==> src/core/count_polarity_pkg.sv <==
package count_polarity_pkg;

  // Delay times in ns
  localparam int TRIG_BASE_NS     = 1500;
  localparam int TRIG_ZERO_NS     = 6000;
  localparam int TRIG_SIGN_NS     = 9000;
  localparam int CLK_PERIOD_NS    = 10;
  localparam int TRIG_BASE_CYC    = (TRIG_BASE_NS + CLK_PERIOD_NS - 1) / CLK_PERIOD_NS;
  localparam int TRIG_ZERO_CYC    = (TRIG_ZERO_NS + CLK_PERIOD_NS - 1) / CLK_PERIOD_NS;
  localparam int TRIG_SIGN_CYC    = (TRIG_SIGN_NS + CLK_PERIOD_NS - 1) / CLK_PERIOD_NS;
  localparam int DELAY_W          = 10;

  // Overload threshold in kHz and rate window
  localparam int OVL_THRESH_KHZ   = 310;
  localparam int OVL_MIN_KHZ      = 305;
  localparam int OVL_MAX_KHZ      = 320;
  localparam int RATE_WINDOW_NS   = 100000;
  localparam int RATE_WINDOW_CYC  = RATE_WINDOW_NS / CLK_PERIOD_NS;
  localparam int RATE_W           = 14;
  localparam int CNT_W            = 8;

  // APB register byte addresses
  localparam logic [7:0] ADDR_CTRL   = 8'h00;
  localparam logic [7:0] ADDR_STATUS = 8'h04;
  localparam logic [7:0] ADDR_THRESH = 8'h08;

  // Control register fields
  localparam int CTRL_SAMPLE_BIT = 0;
  localparam int CTRL_BLANK_BIT  = 1;
  localparam int CTRL_RESET_BIT  = 2;
  localparam logic [31:0] CTRL_RESET_VAL = 32'h0000_0000;

  // Status register fields
  localparam int ST_INSIGN_BIT  = 0;
  localparam int ST_CNTSIGN_BIT = 1;
  localparam int ST_UP_BIT      = 2;
  localparam int ST_OVL_BIT     = 3;
  localparam int ST_ZERO_BIT    = 4;

  typedef struct packed {
    logic up;
    logic down;
    logic plus_ind;
    logic minus_ind;
  } dir_out_t;

  typedef struct packed {
    logic pos;
    logic neg;
  } chan_ev_t;

endpackage : count_polarity_pkg

==> src/core/count_polarity_control.sv <==
// Notes on behaviour
// - Positive pulse sets input sign positive, negative pulse sets it negative.
// - While all decades are zero, count sign copies input sign.
// - Signs agree: assert up, hold down inactive.
// - Opposite pulse with nonzero count changes input sign only.
// - Signs disagree: assert down, hold up inactive.
// - Down counting lasts until sample ends or count reaches zero.
// - Zero during down count: count sign follows input, polarity swaps, up resumes.
// - Every channel pulse goes to the overload detector as one stream.
// - Each pulse fires a one-shot; decade clocked at its end, 1.5 us.
// - On zero detect the trigger delay stretches to 6 us.
// - On input sign change the trigger delay stretches to 9 us.
// - Zero detect is gated off outside the sample period.
// - With zero gated off, count sign holds until next measurement.
// - Plus indicator when count sign positive, minus when negative.
// - Both polarity outputs blank for frequency, AC or resistance function.
// - Pulse rate above about 310 kHz raises overload to all its consumers.
// - Reset clears the overload latch; detector pulse sets it.
// - Overload threshold adjustable between 305 and 320 kHz (30 to 32 pulses per window).
// - Detector retriggers latch while rate is over, defeating reset.
// - External contact or internal reset clears the overload latch.
module count_polarity_control
  import count_polarity_pkg::*;
#(
  parameter int TRIG_SIGN_CYCLES = TRIG_SIGN_CYC
) (
  // Clock and reset
  input  wire logic        core_clk,
  input  wire logic        srst,
  // Converter channels, counter zero line, sample, reset, clear and function inputs
  input  wire logic        pos_pulse_in,
  input  wire logic        neg_pulse_in,
  input  wire logic        zero_detect_in,
  input  wire logic        sample_period_in,
  input  wire logic        reset_pulse_in,
  input  wire logic        ext_clear_n_in,
  input  wire logic        frequency_function_in,
  input  wire logic        ac_function_in,
  input  wire logic        ohms_function_in,
  // Counter and indicator outputs
  output dir_out_t         dir_out,
  output logic             count_trigger,
  output logic             overload_rate_out,
  output logic             overload_out,
  // APB slave
  input  wire logic        psel,
  input  wire logic        penable,
  input  wire logic        pwrite,
  input  wire logic [7:0]  paddr,
  input  wire logic [31:0] pwdata,
  output logic [31:0]      prdata,
  output logic             pready,
  output logic             pslverr
);

  ////////////////////////////////////////////////////////////////////////////
  // Input synchronisers
  logic [1:0] pos_s_r, neg_s_r, zero_s_r, samp_s_r, rst_s_r, clr_s_r;
  logic [1:0] frequency_function_s_r, ac_s_r, ohms_s_r;
  logic       pos_d_r, neg_d_r;

  always_ff @(posedge core_clk) begin
    pos_s_r  <= {pos_s_r[0], pos_pulse_in};
    neg_s_r  <= {neg_s_r[0], neg_pulse_in};
    zero_s_r <= {zero_s_r[0], zero_detect_in};
    samp_s_r <= {samp_s_r[0], sample_period_in};
    rst_s_r  <= {rst_s_r[0], reset_pulse_in};
    clr_s_r  <= {clr_s_r[0], ext_clear_n_in};
    frequency_function_s_r <= {frequency_function_s_r[0], frequency_function_in};
    ac_s_r   <= {ac_s_r[0], ac_function_in};
    ohms_s_r <= {ohms_s_r[0], ohms_function_in};
  end

  always_ff @(posedge core_clk) begin
    if (srst) begin
      pos_d_r <= 1'b0;
      neg_d_r <= 1'b0;
    end else begin
      pos_d_r <= pos_s_r[1];
      neg_d_r <= neg_s_r[1];
    end
  end

  chan_ev_t raw_ev;
  assign raw_ev.pos = pos_s_r[1] & ~pos_d_r;
  assign raw_ev.neg = neg_s_r[1] & ~neg_d_r;

  ////////////////////////////////////////////////////////////////////////////
  // Registers
  logic             sample_sw_r, blank_sw_r, soft_rst_r;
  logic [RATE_W-1:0] thresh_r;

  ////////////////////////////////////////////////////////////////////////////
  // Event serialiser: one pending negative event when both arrive
  logic     pend_neg_r;
  chan_ev_t ev;

  always_comb begin
    ev.pos = raw_ev.pos;
    ev.neg = pend_neg_r | (raw_ev.neg & ~raw_ev.pos);
  end

  always_ff @(posedge core_clk) begin
    if (srst) begin
      pend_neg_r <= 1'b0;
    end else begin
      pend_neg_r <= raw_ev.pos & raw_ev.neg;
    end
  end

  ////////////////////////////////////////////////////////////////////////////
  // Sign flip-flops
  logic input_sign_ff, count_sign_ff;   // 1 = negative
  logic zero_gated, sample_act;
  logic in_sign_nxt;

  assign sample_act = samp_s_r[1] | sample_sw_r;
  assign zero_gated = zero_s_r[1] & sample_act;

  always_comb begin
    in_sign_nxt = input_sign_ff;
    if (ev.pos) begin
      in_sign_nxt = 1'b0;
    end else if (ev.neg) begin
      in_sign_nxt = 1'b1;
    end
  end

  always_ff @(posedge core_clk) begin
    if (srst) begin
      input_sign_ff <= 1'b0;
    end else begin
      input_sign_ff <= in_sign_nxt;
    end
  end

  always_ff @(posedge core_clk) begin
    if (srst) begin
      count_sign_ff <= 1'b0;
    end else if (zero_gated) begin
      count_sign_ff <= in_sign_nxt;
    end
  end

  ////////////////////////////////////////////////////////////////////////////
  // Direction and polarity outputs
  logic agree, blank;
  assign agree = (input_sign_ff == count_sign_ff);
  assign blank = frequency_function_s_r[1] | ac_s_r[1] | ohms_s_r[1] | blank_sw_r;

  always_ff @(posedge core_clk) begin
    if (srst) begin
      dir_out <= '0;
    end else begin
      dir_out.up        <= (input_sign_ff == count_sign_ff);
      dir_out.down      <= (input_sign_ff != count_sign_ff);
      dir_out.plus_ind  <= ~count_sign_ff & ~blank;
      dir_out.minus_ind <= count_sign_ff & ~blank;
    end
  end

  ////////////////////////////////////////////////////////////////////////////
  // Overload rate output and trigger one-shot
  always_ff @(posedge core_clk) begin
    if (srst) begin
      overload_rate_out <= 1'b0;
    end else begin
      overload_rate_out <= ev.pos | ev.neg;
    end
  end

  logic [DELAY_W-1:0] shot_cnt_r;
  logic [DELAY_W-1:0] shot_age_r;
  logic               sign_chg;
  assign sign_chg = (in_sign_nxt != input_sign_ff);

  function automatic logic [DELAY_W-1:0] max_d(input logic [DELAY_W-1:0] a,
                                               input logic [DELAY_W-1:0] b);
    max_d = (a > b) ? a : b;
  endfunction : max_d

  // Cycles still owed to reach the zero stretch, counted from the event
  function automatic logic [DELAY_W-1:0] zero_left(input logic [DELAY_W-1:0] age);
    zero_left = (age < DELAY_W'(TRIG_ZERO_CYC)) ? DELAY_W'(TRIG_ZERO_CYC) - age : '0;
  endfunction : zero_left

  // Age of the running one-shot, so a held zero cannot stretch it forever
  always_ff @(posedge core_clk) begin
    if (srst) begin
      shot_age_r <= '0;
    end else if (ev.pos | ev.neg) begin
      shot_age_r <= '0;
    end else if (shot_cnt_r != '0) begin
      shot_age_r <= shot_age_r + DELAY_W'(1);
    end
  end

  always_ff @(posedge core_clk) begin
    if (srst) begin
      shot_cnt_r <= '0;
    end else if (ev.pos | ev.neg) begin
      if (sign_chg) begin
        shot_cnt_r <= DELAY_W'(TRIG_SIGN_CYCLES);
      end else if (zero_gated) begin
        shot_cnt_r <= DELAY_W'(TRIG_ZERO_CYC);
      end else begin
        shot_cnt_r <= DELAY_W'(TRIG_BASE_CYC);
      end
    end else if (shot_cnt_r != '0) begin
      if (zero_gated) begin
        shot_cnt_r <= max_d(shot_cnt_r, zero_left(shot_age_r)) - DELAY_W'(1);
      end else begin
        shot_cnt_r <= shot_cnt_r - DELAY_W'(1);
      end
    end
  end

  always_ff @(posedge core_clk) begin
    if (srst) begin
      count_trigger <= 1'b0;
    end else begin
      count_trigger <= (shot_cnt_r == DELAY_W'(1)) & ~(ev.pos | ev.neg) & sample_act;
    end
  end

  ////////////////////////////////////////////////////////////////////////////
  // Overload rate detector and latch
  logic [RATE_W-1:0] win_cnt_r;
  logic [RATE_W-1:0] rate_cnt_r;
  logic              over_prev_r;
  logic              ovl_pulse_r;
  logic              ovl_latch_r;
  logic              over_rate;

  // Last window's verdict keeps the detector firing across window edges
  assign over_rate = (rate_cnt_r > thresh_r) | over_prev_r;

  always_ff @(posedge core_clk) begin
    if (srst) begin
      win_cnt_r   <= '0;
      rate_cnt_r  <= '0;
      over_prev_r <= 1'b0;
    end else if (win_cnt_r == RATE_W'(RATE_WINDOW_CYC - 1)) begin
      win_cnt_r   <= '0;
      rate_cnt_r  <= RATE_W'(ev.pos | ev.neg);
      over_prev_r <= (rate_cnt_r > thresh_r);
    end else begin
      win_cnt_r  <= win_cnt_r + RATE_W'(1);
      if (ev.pos | ev.neg) begin
        rate_cnt_r <= rate_cnt_r + RATE_W'(1);
      end
    end
  end

  // Detector retriggers each cycle while the rate stays over
  always_ff @(posedge core_clk) begin
    if (srst) begin
      ovl_pulse_r <= 1'b0;
    end else begin
      ovl_pulse_r <= over_rate;
    end
  end

  always_ff @(posedge core_clk) begin
    if (srst) begin
      ovl_latch_r <= 1'b0;
    end else if (ovl_pulse_r) begin
      ovl_latch_r <= 1'b1;
    end else if (rst_s_r[1] | ~clr_s_r[1] | soft_rst_r) begin
      ovl_latch_r <= 1'b0;
    end
  end

  assign overload_out = ovl_latch_r;

  ////////////////////////////////////////////////////////////////////////////
  // APB slave
  logic wr_en, rd_sel;
  logic [RATE_W-1:0] wthresh;
  assign wr_en   = psel & penable & pwrite;
  assign rd_sel  = psel & ~pwrite;
  assign pready  = 1'b1;
  assign wthresh = pwdata[RATE_W-1:0];

  always_ff @(posedge core_clk) begin
    if (srst) begin
      sample_sw_r <= CTRL_RESET_VAL[CTRL_SAMPLE_BIT];
      blank_sw_r  <= CTRL_RESET_VAL[CTRL_BLANK_BIT];
      soft_rst_r  <= 1'b0;
    end else begin
      soft_rst_r <= 1'b0;
      if (wr_en && paddr == ADDR_CTRL) begin
        sample_sw_r <= pwdata[CTRL_SAMPLE_BIT];
        blank_sw_r  <= pwdata[CTRL_BLANK_BIT];
        soft_rst_r  <= pwdata[CTRL_RESET_BIT];
      end
    end
  end

  // Threshold in pulses per window, clamped to the allowed band
  localparam logic [RATE_W-1:0] TH_DEF = RATE_W'(OVL_THRESH_KHZ * RATE_WINDOW_NS / 1000000);
  localparam logic [RATE_W-1:0] TH_MIN = RATE_W'(OVL_MIN_KHZ * RATE_WINDOW_NS / 1000000);
  localparam logic [RATE_W-1:0] TH_MAX = RATE_W'(OVL_MAX_KHZ * RATE_WINDOW_NS / 1000000);

  always_ff @(posedge core_clk) begin
    if (srst) begin
      thresh_r <= TH_DEF;
    end else if (wr_en && paddr == ADDR_THRESH) begin
      thresh_r <= (wthresh < TH_MIN) ? TH_MIN :
                  (wthresh > TH_MAX) ? TH_MAX : wthresh;
    end
  end

  always_ff @(posedge core_clk) begin
    if (srst) begin
      prdata  <= '0;
      pslverr <= 1'b0;
    end else begin
      pslverr <= 1'b0;
      if (rd_sel && !penable) begin
        prdata <= '0;
        case (paddr)
          ADDR_CTRL: begin
            prdata[CTRL_SAMPLE_BIT] <= sample_sw_r;
            prdata[CTRL_BLANK_BIT]  <= blank_sw_r;
          end
          ADDR_STATUS: begin
            prdata[ST_INSIGN_BIT]  <= input_sign_ff;
            prdata[ST_CNTSIGN_BIT] <= count_sign_ff;
            prdata[ST_UP_BIT]      <= agree;
            prdata[ST_OVL_BIT]     <= ovl_latch_r;
            prdata[ST_ZERO_BIT]    <= zero_gated;
          end
          ADDR_THRESH: prdata[RATE_W-1:0] <= thresh_r;
          default: prdata <= '0;
        endcase
      end
      if (psel && !penable && !(paddr inside {ADDR_CTRL, ADDR_STATUS, ADDR_THRESH})) begin
        pslverr <= 1'b1;
      end
    end
  end
endmodule : count_polarity_control

==> config.mk <==
export PLATFORM = sky130hd
export DESIGN_NAME = count_polarity_control
export DESIGN_NICKNAME = d
export VERILOG_FILES = /design/src/core/count_polarity_pkg.sv /design/src/core/count_polarity_control.sv
export SDC_FILE = /design/constraint.sdc
export NUM_CORES = 1
export LEC_CHECK = 0
export BUFFER_PORTS_ARGS = -buffer_cell sky130_fd_sc_hd__buf_2
export CAP_MARGIN = 20
export CORE_MARGIN = 5
export CORE_UTILIZATION = 51
export DETAILED_ROUTE_END_ITERATION = 8
export PLACE_DENSITY = 0.76
export SLEW_MARGIN = 0
export SYNTH_ARGS = -nofsm -noshare
export SYNTH_HDL_FRONTEND = slang
export SYNTH_SLANG_ARGS = --single-unit
==> constraint.sdc <==
create_clock -name core_clk -period 4.4 [get_ports core_clk]
set_input_delay 0.66 -clock core_clk [delete_from_list [all_inputs] [get_ports core_clk]]
set_output_delay 0.66 -clock core_clk [all_outputs]
set_load 0.02 [all_outputs]
---- Yosys cells after proc, flatten, opt, wreduce, memory -nomap -nowiden ----
Index checks and enable logic that the tools add are counted.
cells by class
  divide/modulo/power cells ............... 0
  muxes and demuxes ....................... 19
  multipliers ............................. 0
  equality and inequality tests ........... 7
  order comparisons ....................... 5
  reductions and logical operators ........ 16
  add/subtract/negate cells ............... 6
  bitwise gates (word level) .............. 31
  shift-type cells ........................ 0
operators by type and width
  kind                    number
  $mux 10                 7
  $mux 14                 4
  $add 14x1->14 const B   2
  $sub 10x1->10 const B   2
  $eq 14x14->1 const B    1
  $gt 14x14->1            1
  $gt 14x6->1 const B     1
  $lt 14x5->1 const B     1
  $and 1x1->1             12
  $add 10x1->10 const B   1
  $eq 10x1->1 const B     1
  $gt 10x10->1            1
  $lt 10x10->1 const B    1
  $or 1x1->1              10
  $reduce_bool 10->1      1
  $sub 10x10->10 const A  1
  $mux 9                  1
  $not 1->1               9
  $eq 8x3->1 const B      1
  $eq 8x4->1 const B      1
  $logic_not 8->1         1
  $pmux 2 s3              1
  $pmux 3 s2              1
  $reduce_bool 2->1       3
  7 further kinds         19
word-level totals
  memory bits (writable) .................. 0
  latch bits .............................. 0
  bits in registers ....................... 112
  memories kept ........................... 0
  output and inout bits ................... 41
  bits of input ports ..................... 54
  logic and storage cells ................. 117
  bits in read-only memories .............. 0

---- Logic depth before layout (Yosys ltp) ----
Gate-level depths: netlist of run 1.
  word-level depth ........................ 10
  gate-level depth with buffers ........... 22
  mapped depth without buffers ............ 19

---- Worst setup path before layout of run 1 ----
No wires, ideal clock.
  path kind ............................... register to register
  from .................................... register shot_age_r[0]
  to ...................................... register shot_cnt_r[6]
  buffers on the path ..................... 3
  required time ........................... 4305 ps
  setup time .............................. 95 ps
  clock period less this slack ............ 4306 ps
  path slack .............................. 94 ps
  cell stages (with the launch flop) ...... 22
  arrival ................................. 4211 ps
  cell sequence ........................... dfxtp_1 -> buf_2 -> inv_1 -> ha_1 -> nand2b_1 -> a211o_2 -> o21ai_0 -> inv_1 -> ha_1 -> nand4_1 -> a211oi_1 -> a2111oi_2 -> nor2_1 -> buf_2 -> a21oi_1 -> ha_1 -> clkbuf_1 -> nand3_1 -> xnor2_1 -> a31oi_1 -> o21a_1 -> a221oi_1
between the ends
  word-level cells in the longest chain between the ends .. 8
  elaborated cells on any way between the ends .. 9
  those cells by class .................... add/sub: 2; order compare: 2; mux: 5
ends and longest elaborated chain
  item                                                   RTL line                       text
  start: declaration                                     count_polarity_control.sv:173  logic [DELAY_W-1:0] shot_age_r;
  start signal: assignment                               count_polarity_control.sv:194  shot_age_r <= shot_age_r + DELAY_W'(1);
  $sub 10x10->10 / $lt 10x10->1 (equally long branches)  count_polarity_control.sv:184  zero_left = (age < DELAY_W'(TRIG_ZERO_CYC)) ? DELAY_W'(TRIG_ZERO_CYC) - age : '0;
  $mux 10 (*)                                            count_polarity_control.sv:184
  $gt 10x10->1                                           count_polarity_control.sv:179  max_d = (a > b) ? a : b;
  $mux 10 (*)                                            count_polarity_control.sv:179
  $sub 10x1->10 (*)                                      count_polarity_control.sv:211  shot_cnt_r <= max_d(shot_cnt_r, zero_left(shot_age_r)) - DELAY_W'(1);
  $mux 10 (*)                                            count_polarity_control.sv:210  if (zero_gated) begin
  $mux 10 (*)                                            count_polarity_control.sv:209  end else if (shot_cnt_r != '0) begin
  $mux 10 (*)                                            count_polarity_control.sv:201  end else if (ev.pos | ev.neg) begin
  end signal: assignment                                 count_polarity_control.sv:203  shot_cnt_r <= DELAY_W'(TRIG_SIGN_CYCLES);
  end signal: assignment                                 count_polarity_control.sv:211
  end signal: assignment                                 count_polarity_control.sv:213  shot_cnt_r <= shot_cnt_r - DELAY_W'(1);
  end: declaration                                       count_polarity_control.sv:172  logic [DELAY_W-1:0] shot_cnt_r;
Every way passes the cells marked *; elsewhere a longest branch is shown, timed or not. The select of a mux whose other input is x is not followed.
A chain may end at the register's enable or synchronous reset.

---- Worst setup path in the final report of run 1 ----
  from .................................... register shot_age_r[9]
  to ...................................... register shot_cnt_r[6]
Same word-level chain as after synthesis.

==> results.yml, run 1 <==
logic_synthesis:
  ys_ff_latch: 112
  synthSimpleGateAreaFrac_pct: 22.1
  synthArstFlopShare_pct: 0
  ys_warn_count: 0
  synth_area_sq_um: 5700
  postSynthCellCount: 652
  synth_mux_area_share_pct: 1.93
  synth_fa_ha_area_share_pct: 6.80
  synth_top_family_by_area: "simple AND/OR/NAND/NOR gates"
  synth_compound_area_share_pct: 14.0
  synth-xor-area-share_pct: 8.14
  synth_edf_count: 0
  synth_ff_type: "dfxtp_1"
  syn_avg_cell_area_sq_um: 8.74
  ys_types: 65
  seq_area_frac_synth_pct: 39.3
clocking:
  ctsHtreeMaxLevel: 3
  postCtsHoldBufs: 0
  cts_buffer_depth: 2
  cts.reportedPaths.clkPinSlew_ns: 0.11
  cts_buffers: 9
  root_buffer: "clkbuf_8"
  cts_setup_buffers: 0
  insertion_delay_ns: 0.38
  cts_tree: "done"
  clock_sinks: 112
floorplan:
  die_y_microns: 116
  ioPinCount: 95
  initial_core_util_pct: 52.4
  dieWidth_microns: 116
  fp-row-count: 38
  dieArea_sq_um: 13400
  core_sq_um: 10900
timing:
  finalMaxSlewViolations: 0
  period_minus_slack_ns: 4.08
  hold_violations: 0
  skew_ns: 0.0114
  worst_pin_slew_ns: 0.909
  whs_ns: 0.336
  fmax_mhz: 245
  setup_violations: 0
  maxSlewHeadroom_pct: 39.4
  rsz0062_at_grt: "no"
  finalCritPeriodShare_pct: 92.7
  fin_setup_tns_ns: 0
cells_and_area:
  stdcell_area_sq_um: 6260
  syn2layout_area_growth_pct: 9.90
  diodes: 0
  final_layout_size_suffix_gt1_share_pct: 15.7
  stdcell_count: 848
  nets: 788
global_routing:
  antenna_found_initial: 0
  grt_pass1_wl_mm: 19.8
  grt_max_degree: 52
  grt_pass1_vias: 4446
  grt_usage_pct: 18.0
  overflow: 0
worst_setup_path:
  crit_path_start: "shot_age_r[9]"
  startpoint_type: "flip-flop"
  crit_path_end: "shot_cnt_r[6]"
  crit_path_max_fanout: 9
  arrival_ns: 4.37
  rr_worst_depth: 16
  rrSetupSlack_ns: 0.32
  reg2reg_to: "shot_cnt_r[6]"
  path_class: "reg2reg"
  r2r-start: "shot_age_r[9]"
  worst_setup_path_end_kind: "flip-flop"
  cp.required_ns: 4.69
placement:
  placed_area_sq_um: 6020
  io_buffer_count: 57
  dp.cells: 832
  gp_congestion: 0.870
  hpwlAfterDp_mm: 9.00
power_and_ir_drop:
  p_leak_nw: 2.66
  ir_drop_mv: 0.211
  p_per_area_nw_per_um2: 334
  power_mw: 2.09
detailed_routing:
  wirelength_mm: 12.0
  firstDrtPassIters: 5
  ant_nets: 0
  num_vias: 4667
  drt_iter0_markers: 365
  viasPerCell: 5.50
  routedWlPerCell_microns: 14.1
  drc: 0
status:
  outcome: "finished, final reports clean"
flow_run:
  cap_violations: 0
worst_hold_path:
  hold_class: "reg2reg"
-- synth_stat cells (all sizes together) (3+ instances only) --
| library cell | n | area, sq um |
|---|---|---|
| a2111oi | 3 | 38.8 |
| a211o | 3 | 27.5 |
| a211oi | 3 | 22.5 |
| a21o | 9 | 67.6 |
| a21oi | 22 | 110 |
| a22o | 3 | 26.3 |
| a22oi | 15 | 113 |
| a311o | 3 | 30.0 |
| a31oi | 8 | 50.1 |
| and2 | 4 | 26.3 |
| and3 | 7 | 45.1 |
| buf | 32 | 228 |
| clkbuf | 16 | 80.1 |
| dfxtp | 112 | 2240 |
| ha | 31 | 388 |
| inv | 33 | 124 |
| mux2i | 11 | 110 |
| nand2 | 43 | 164 |
| nand2b | 9 | 56.3 |
| nand3 | 25 | 125 |
| nand4 | 16 | 100 |
| nor2 | 86 | 323 |
| nor2b | 10 | 62.6 |
| nor3 | 20 | 100 |
| nor3b | 3 | 22.5 |
| nor4 | 7 | 58.8 |
| nor4b | 4 | 35.0 |
| o21a | 5 | 37.5 |
| o21ai | 21 | 109 |
| or2 | 3 | 18.8 |
| or4 | 4 | 30.0 |
| xnor2 | 19 | 166 |
| xor2 | 34 | 298 |
-- worst max-delay path, stage by stage, from the launching register on --
cell	delay [ns]
dfxtp_1	0.40
or4b_2	0.69
a21oi_1	0.14
a311o_1	0.19
inv_1	0.09
ha_1	0.29
nand4_1	0.17
a211oi_1	0.08
a2111oi_2	0.42
nor2_2	0.13
a21oi_1	0.22
ha_2	0.33
nand3_1	0.11
xnor2_1	0.16
a31oi_1	0.11
o21a_1	0.20
a221oi_1	0.25
-- worst min-delay path by stage --
stage	startpoint	to	slack, ns	cells past startpoint
finish	samp_s_r[0]	samp_s_r[1]	0.34	0
global route	neg_s_r[0]	neg_s_r[1]	0.35	0
CTS	ohms_s_r[0]	ohms_s_r[1]	0.34	0
detailed placement	clr_s_r[0]	clr_s_r[1]	0.32	0
global placement	neg_s_r[0]	neg_s_r[1]	0.31	0
floorplan	ac_s_r[0]	ac_s_r[1]	0.31	0
-- where the power goes --
group | switching [mW] | total, mW | internal, mW
Combinational | 0.185 | 0.314 | 0.129
Sequential | 0.0316 | 1.08 | 1.04
Clock | 0.365 | 0.699 | 0.334
Total | 0.581 | 2.09 | 1.51
-- cell type report --
cell class | count | area, sq um
clock buffers | 9 | 124
clock inverters | 7 | 114
fillers | 954 | 4620
inverters | 33 | 124
multi-input cells | 476 | 3100
flip-flops and latches | 112 | 2240
well taps | 140 | 175
repair buffers | 71 | 390
-- metrics by stage --
| stage | utilization, % | worst slack [ns] |
|---|---|---|
| floorplan | - | 0.0937 |
| global placement | 55.3 | 0.447 |
| detailed placement | 55.3 | 0.236 |
| CTS | 57.5 | 0.200 |
| global route | 57.5 | 0.0573 |
| finish | 57.5 | 0.323 |
-- flip-flops by register name, indices dropped and copies added (netlist names), 4 cells and up --
signal,cells
prdata,14
shot_age_r,10
win_cnt_r,14
thresh_r,14
dir_out,4
shot_cnt_r,10
rate_cnt_r,14
-- layout by cell type, fill, tap and decap left out, types with 19 or more instances in the layout --
master	netlist	final
xnor2_1	19	19
nand3_1	25	25
buf_2	8	57
ha_1	31	30
a21oi_1	22	22
conb_1	2	19
dfxtp_1	112	112
inv_1	33	33
nor2_1	86	85
nor3_1	20	20
xor2_1	34	34
nand2_1	42	42
-- per-layer routing --
| metal | vias to the layer above | global-route usage [%] | routed length [microns] |
|---|---|---|---|
| met3 | 20 | 3.76 | 838 |
| met5 | - | 0 | 0 |
| met4 | 0 | 6.26 | 231 |
| met2 | 154 | 31.1 | 5550 |
| li1 | 2333 | - | - |
| met1 | 2160 | 22.4 | 5360 |
-- timing repair --
action                     in CTS  in global routing
resized for setup               0                  2
hold endpoints to repair        0                  0
setup endpoints to repair       0                  2
-- cell families after synthesis --
| family | Yosys count |
|---|---|
| buf+inv | 81 |
| compound gates | 111 |
| fa+ha+maj | 31 |
| mux | 11 |
| xor+xnor | 53 |
| simple gates | 251 |
| flops | 112 |
| other cells | 2 |
(Power assumes the default switching activity.)
==> run 2: changes to the inputs <==
--- a/config.mk
+++ b/config.mk
@@ -8,9 +8,9 @@
 export BUFFER_PORTS_ARGS = -buffer_cell sky130_fd_sc_hd__buf_2
 export CAP_MARGIN = 20
 export CORE_MARGIN = 5
-export CORE_UTILIZATION = 51
+export CORE_UTILIZATION = 57
 export DETAILED_ROUTE_END_ITERATION = 8
-export PLACE_DENSITY = 0.76
+export PLACE_DENSITY = 0.81
 export SLEW_MARGIN = 0
 export SYNTH_ARGS = -nofsm -noshare
 export SYNTH_HDL_FRONTEND = slang
==> constraint.sdc (replaced) <==
create_clock -name core_clk -period 4.1 [get_ports core_clk]
set_input_delay 0.615 -clock core_clk [delete_from_list [all_inputs] [get_ports core_clk]]
set_output_delay 0.615 -clock core_clk [all_outputs]
set_load 0.02 [all_outputs]
==> run 2 against run 1 <==
  * Non-clock buffer count stayed put
  * Sequential share of layout area fell by 0.12 points
  * Utilization rose by 6.8 points
  * Clock power increased by 11%
  * Die area down 9.6%
  * Worst setup slack got worse by 0.13 ns
  * Hold slack lost 0.0040 ns
  * Final area increased by 0.34%
  * Wire length grew 3.2%
  * Cell count down 0.83%
  * Critical path depth did not move
  * Largest cell class unchanged
  * Highest routed layer unchanged
==> results.yml, run 2 (same netlist as run 1, synthesis figures left out) <==
worst_setup_path:
  path_class: "reg2reg"
  worst_setup_path_end_kind: "flip-flop"
  startpoint_type: "flip-flop"
  cp.required_ns: 4.39
  arrival_ns: 4.21
  crit_path_max_fanout: 9
detailed_routing:
  ant_nets: 0
  met1_length_mm: 5.34
  wirelength_mm: 12.4
  drc: 0
  drt_iter0_markers: 211
  viasPerCell: 5.59
  routedWlPerCell_microns: 14.7
  met3_length_microns: 966
  firstDrtPassIters: 5
  dr_wl_met2_mm: 5.84
  top_layer_used: "met4"
  num_vias: 4705
floorplan:
  fp-row-count: 36
  core_sq_um: 9770
  initial_core_util_pct: 58.3
  dieArea_sq_um: 12100
  dieWidth_microns: 110
  ioPinCount: 95
  die_y_microns: 110
global_routing:
  grt_pass1_wl_mm: 19.7
  grt_pass1_vias: 4301
  grt_max_degree: 30
  overflow: 0
  grt_usage_pct: 20.3
  antenna_found_initial: 0
timing:
  maxSlewHeadroom_pct: 38.2
  skew_ns: 0.00575
  worst_pin_slew_ns: 0.927
  fin_setup_tns_ns: 0
  fmax_mhz: 256
  setup_violations: 0
  finalMaxSlewViolations: 0
  finalCritPeriodShare_pct: 95.4
  hold_violations: 0
  period_minus_slack_ns: 3.91
power_and_ir_drop:
  ir_drop_mv: 0.208
  p_leak_nw: 2.67
  p_per_area_nw_per_um2: 362
worst_hold_path:
  hold_class: "in2reg"
clocking:
  insertion_delay_ns: 0.38
  cts.reportedPaths.clkPinSlew_ns: 0.10
  cts_buffers: 9
  cts_buffer_depth: 2
  clock_sinks: 112
  cts_tree: "done"
  root_buffer: "clkbuf_8"
  ctsHtreeMaxLevel: 3
placement:
  dp.cells: 825
  io_buffer_count: 57
  hpwlAfterDp_mm: 9.28
  gp_congestion: 0.886
flow_run:
  cap_violations: 0
cells_and_area:
  layout_commonest_cell: "dfxtp_1"
  final_cell_mix: "dfxtp_1 (112), nor2_1 (85), buf_2 (57)"
  fillers: 782
  nets: 788
  syn2layout_area_growth_pct: 10.3
  diodes: 0
  final_layout_size_suffix_gt1_share_pct: 16.2
  stdcell_count: 841
status:
  outcome: "finished, final reports clean"
-- run 2: cell types whose count changed in the layout (fill, tap and decap cells not counted), sizes merged --
cell / delta
inv: -2
clkinvlp: +1
bufinv: +1
-- run 2: cell type report --
cell class	count	area, sq um	share of cell area, %
multi-input combinational	476	3120	49.6
inverter	33	124	1.97
clock buffer	9	124	1.97
sequential	112	2240	35.7
tap	133	166	2.65
clock inverter	7	119	1.89
timing repair buffer	71	390	6.21
-- run 2: stage by stage --
step	hold slack (ns)	power, mW	cell area [sq um]	utilization [%]	setup slack (ns)
after detailed placement	0.312	1.51	6010	61.5	0.0569
after CTS	0.319	2.27	6260	64.0	0.0346
after global routing	0.311	2.38	6290	64.3	-0.0295
after floorplan	0.310	1.43	5770	-	0.0429
final	0.332	2.28	6290	64.3	0.188
after global placement	0.311	1.49	6010	61.5	0.183
-- run 2: path summary, 6_finish.rpt --
kind                  startpoint             to  slack [ns]  cells after the start
hold reg to reg       clr_s_r[0]     clr_s_r[1]        0.33                      0
setup reg to reg   shot_age_r[9]  shot_cnt_r[6]        0.19                     16
setup / recovery   shot_age_r[9]  shot_cnt_r[6]        0.19                     16
hold / removal    zero_detect_in    zero_s_r[0]        0.33                      1
-- run 2: power by group --
group / leakage [nW] / switching [mW] / internal [mW]
registers: 0.915 / 0.0364 / 1.12
logic: 1.63 / 0.208 / 0.138
clock network: 0.121 / 0.366 / 0.408
-- run 2: critical path, stage by stage, from the launching register on --
cell	delay (ns)
dfxtp_1	0.32
or4b_2	0.67
a21oi_1	0.14
a311o_1	0.18
inv_1	0.09
ha_1	0.28
nand4_1	0.18
a211oi_2	0.06
a2111oi_2	0.46
nor2_2	0.14
mux2i_2	0.24
ha_4	0.23
nand3_1	0.11
xnor2_1	0.18
a31oi_1	0.10
o21a_1	0.20
a221oi_1	0.24
-- run 2: metal layers --
layer	vias up	GRT usage, %
li1	2329	-
met1	2175	26.3
met2	175	34.1
met3	26	3.96
met4	0	6.77
met5	-	0
-- run 2: what timing repair did --
| action | CTS | global route |
|---|---|---|
| hold buffers | 0 | 0 |
| endpoints found under the setup margin | 0 | 4 |
| endpoints found under the hold margin | 0 | 0 |
| resized for setup | 0 | 8 |
| buffers inserted | 0 | 0 |
==> run 3: changes to the inputs <==
--- a/config.mk
+++ b/config.mk
@@ -7,7 +7,7 @@
 export LEC_CHECK = 0
 export BUFFER_PORTS_ARGS = -buffer_cell sky130_fd_sc_hd__buf_2
 export CAP_MARGIN = 20
-export CORE_MARGIN = 5
+export CORE_MARGIN = 2
 export CORE_UTILIZATION = 57
 export DETAILED_ROUTE_END_ITERATION = 8
 export PLACE_DENSITY = 0.81
==> run 3 against run 2 <==
  * First-iteration DRC count rose by 8.1%
  * Critical path depth rose by 2
  * Die area fell by 11%
  * Final area barely moved
  * Utilization rose by 0.34 points
  * Combinational power rose by 2%
==> results.yml, run 3 (same netlist as run 1, synthesis figures left out) <==
status:
  outcome: "finished, final reports clean"
worst_setup_path:
  path_delay_family: "compound AO/OA/AOI/OAI gates"
  cpPeakStageDelay_ns: 0.36
  worstPathCellList: "inv_2 > ha_4 > nand2b_4 > a211o_2 > o21ai_1 > inv_1 > ha_1 > nand4_1 > a211oi_2 > a2111oi_4 > nor2_2 > mux2i_1 > ha_2 > nand3_2 > xnor2_1 > a31oi_1 > o21a_1 > a221oi_2"
  startpoint_type: "flip-flop"
  cp_slowest_cell: "a211oi_2"
  crit_path_max_fanout: 8
  cp.required_ns: 4.40
  arrival_ns: 4.18
  crit_buf_inv: 2
  worst_setup_path_end_kind: "flip-flop"
  rrSetupSlack_ns: 0.22
  path_class: "reg2reg"
floorplan:
  die_y_microns: 104
  core_sq_um: 9730
  initial_core_util_pct: 58.6
  dieArea_sq_um: 10800
  dieWidth_microns: 104
  fp-row-count: 36
  ioPinCount: 95
timing:
  fin_setup_tns_ns: 0
  whs_ns: 0.328
  finalMaxSlewViolations: 0
  finalCritPeriodShare_pct: 94.6
  fmax_mhz: 258
  skew_ns: 0.0202
  hold_violations: 0
  worst_pin_slew_ns: 0.899
  maxSlewHeadroom_pct: 40.0
  period_minus_slack_ns: 3.88
  setup_violations: 0
placement:
  gp_congestion: 0.869
  dp.cells: 825
  hpwlAfterDp_mm: 9.33
  io_buffer_count: 57
detailed_routing:
  routedWlPerCell_microns: 14.9
  viasPerCell: 5.72
  wirelength_mm: 12.5
  ant_nets: 0
  firstDrtPassIters: 5
  drt_iter0_markers: 228
  num_vias: 4818
  drc: 0
cells_and_area:
  final_layout_size_suffix_gt1_share_pct: 17.5
  stdcell_count: 843
  syn2layout_area_growth_pct: 10.3
  final_core_util_pct: 64.6
  layout_commonest_cell: "dfxtp_1"
  nets: 790
  final_cell_mix: "dfxtp_1 (110), nor2_1 (85), buf_2 (57)"
  diodes: 0
clocking:
  clock_sinks: 112
  ctsHtreeMaxLevel: 3
  insertion_delay_ns: 0.39
  cts.reportedPaths.clkPinSlew_ns: 0.10
  cts_tree: "done"
  root_buffer: "clkbuf_8"
  postCtsHoldBufs: 0
  cts_buffers: 9
  cts_buffer_depth: 2
global_routing:
  antenna_found_initial: 0
  grt_usage_pct: 23.4
  grt.busiest_layer: "met2"
  met2_usage_pct: 38.9
  grt_pass1_wl_mm: 21.1
  grt_pass1_vias: 4643
  overflow: 0
  grt_max_degree: 28
  gr-usage-met1_pct: 29.7
  grtUsageMet3_pct: 3.57
worst_hold_path:
  hold_class: "in2reg"
flow_run:
  cap_violations: 0
power_and_ir_drop:
  power_mw: 2.15
  p_leak_nw: 2.67
  ir_drop_mv: 0.170
  p_per_area_nw_per_um2: 342
[run 3: path summary, 6_finish.rpt]
| check | from | end | depth (start not counted) |
|---|---|---|---|
| worst max register to register | shot_age_r[0] | shot_cnt_r[6] | 18 |
| worst max-delay path | shot_age_r[0] | shot_cnt_r[6] | 18 |
| worst min-delay path | frequency_function_in | frequency_function_s_r[0] | 1 |
| worst min register to register | zero_s_r[0] | zero_s_r[1] | 0 |
[run 3: routing by layer]
| metal | share of wire (%) | vias to the layer above |
|---|---|---|
| met4 | 2.3 | 0 |
| met2 | 47 | 206 |
| met3 | 7.2 | 33 |
| met5 | 0 | - |
| met1 | 43 | 2237 |
| li1 | - | 2342 |
[run 3: timing repair]
item                                    in CTS  in global routing
pin swaps                                    0                  8
endpoints found under the setup margin       2                  4
gates resized for setup                      2                 17
hold endpoints to repair                     0                  0
cloned                                       0                  0
setup buffers                                0                  2
[run 3: through the flow]
| step | instance area (sq um) | setup WS (ns) |
|---|---|---|
| after floorplan | 5770 | 0.0429 |
| after global placement | 6010 | 0.187 |
| after detailed placement | 6010 | -0.103 |
| after CTS | 6210 | 0.0722 |
| after global routing | 6290 | -0.0421 |
| final | 6290 | 0.220 |
[run 3: layout make-up]
cell class              instances  area, sq um
multi-input cells             476         3160
clock inverters                 5         48.8
fillers                       799         3440
clock buffers                  11          141
flip-flops and latches        112         2240
repair buffers                 73          405
well taps                     133          166
inverters                      33          124
[run 3: worst register-to-register path, cell delays in order, from the launching register on]
cell and delay [ns]:
dfxtp_1 0.35, inv_2 0.09, ha_4 0.16, nand2b_4 0.09
a211o_2 0.34, o21ai_1 0.16, inv_1 0.10, ha_1 0.28
nand4_1 0.20, a211oi_2 0.36, a2111oi_4 0.09, nor2_2 0.20
mux2i_1 0.24, ha_2 0.34, nand3_2 0.11, xnor2_1 0.15
a31oi_1 0.12, o21a_1 0.21, a221oi_2 0.21
[run 3: power by group]
part	internal [mW]	switching, mW	total (mW)
Clock	0.251	0.390	0.641
Combinational	0.141	0.212	0.353
Sequential	1.12	0.0371	1.16
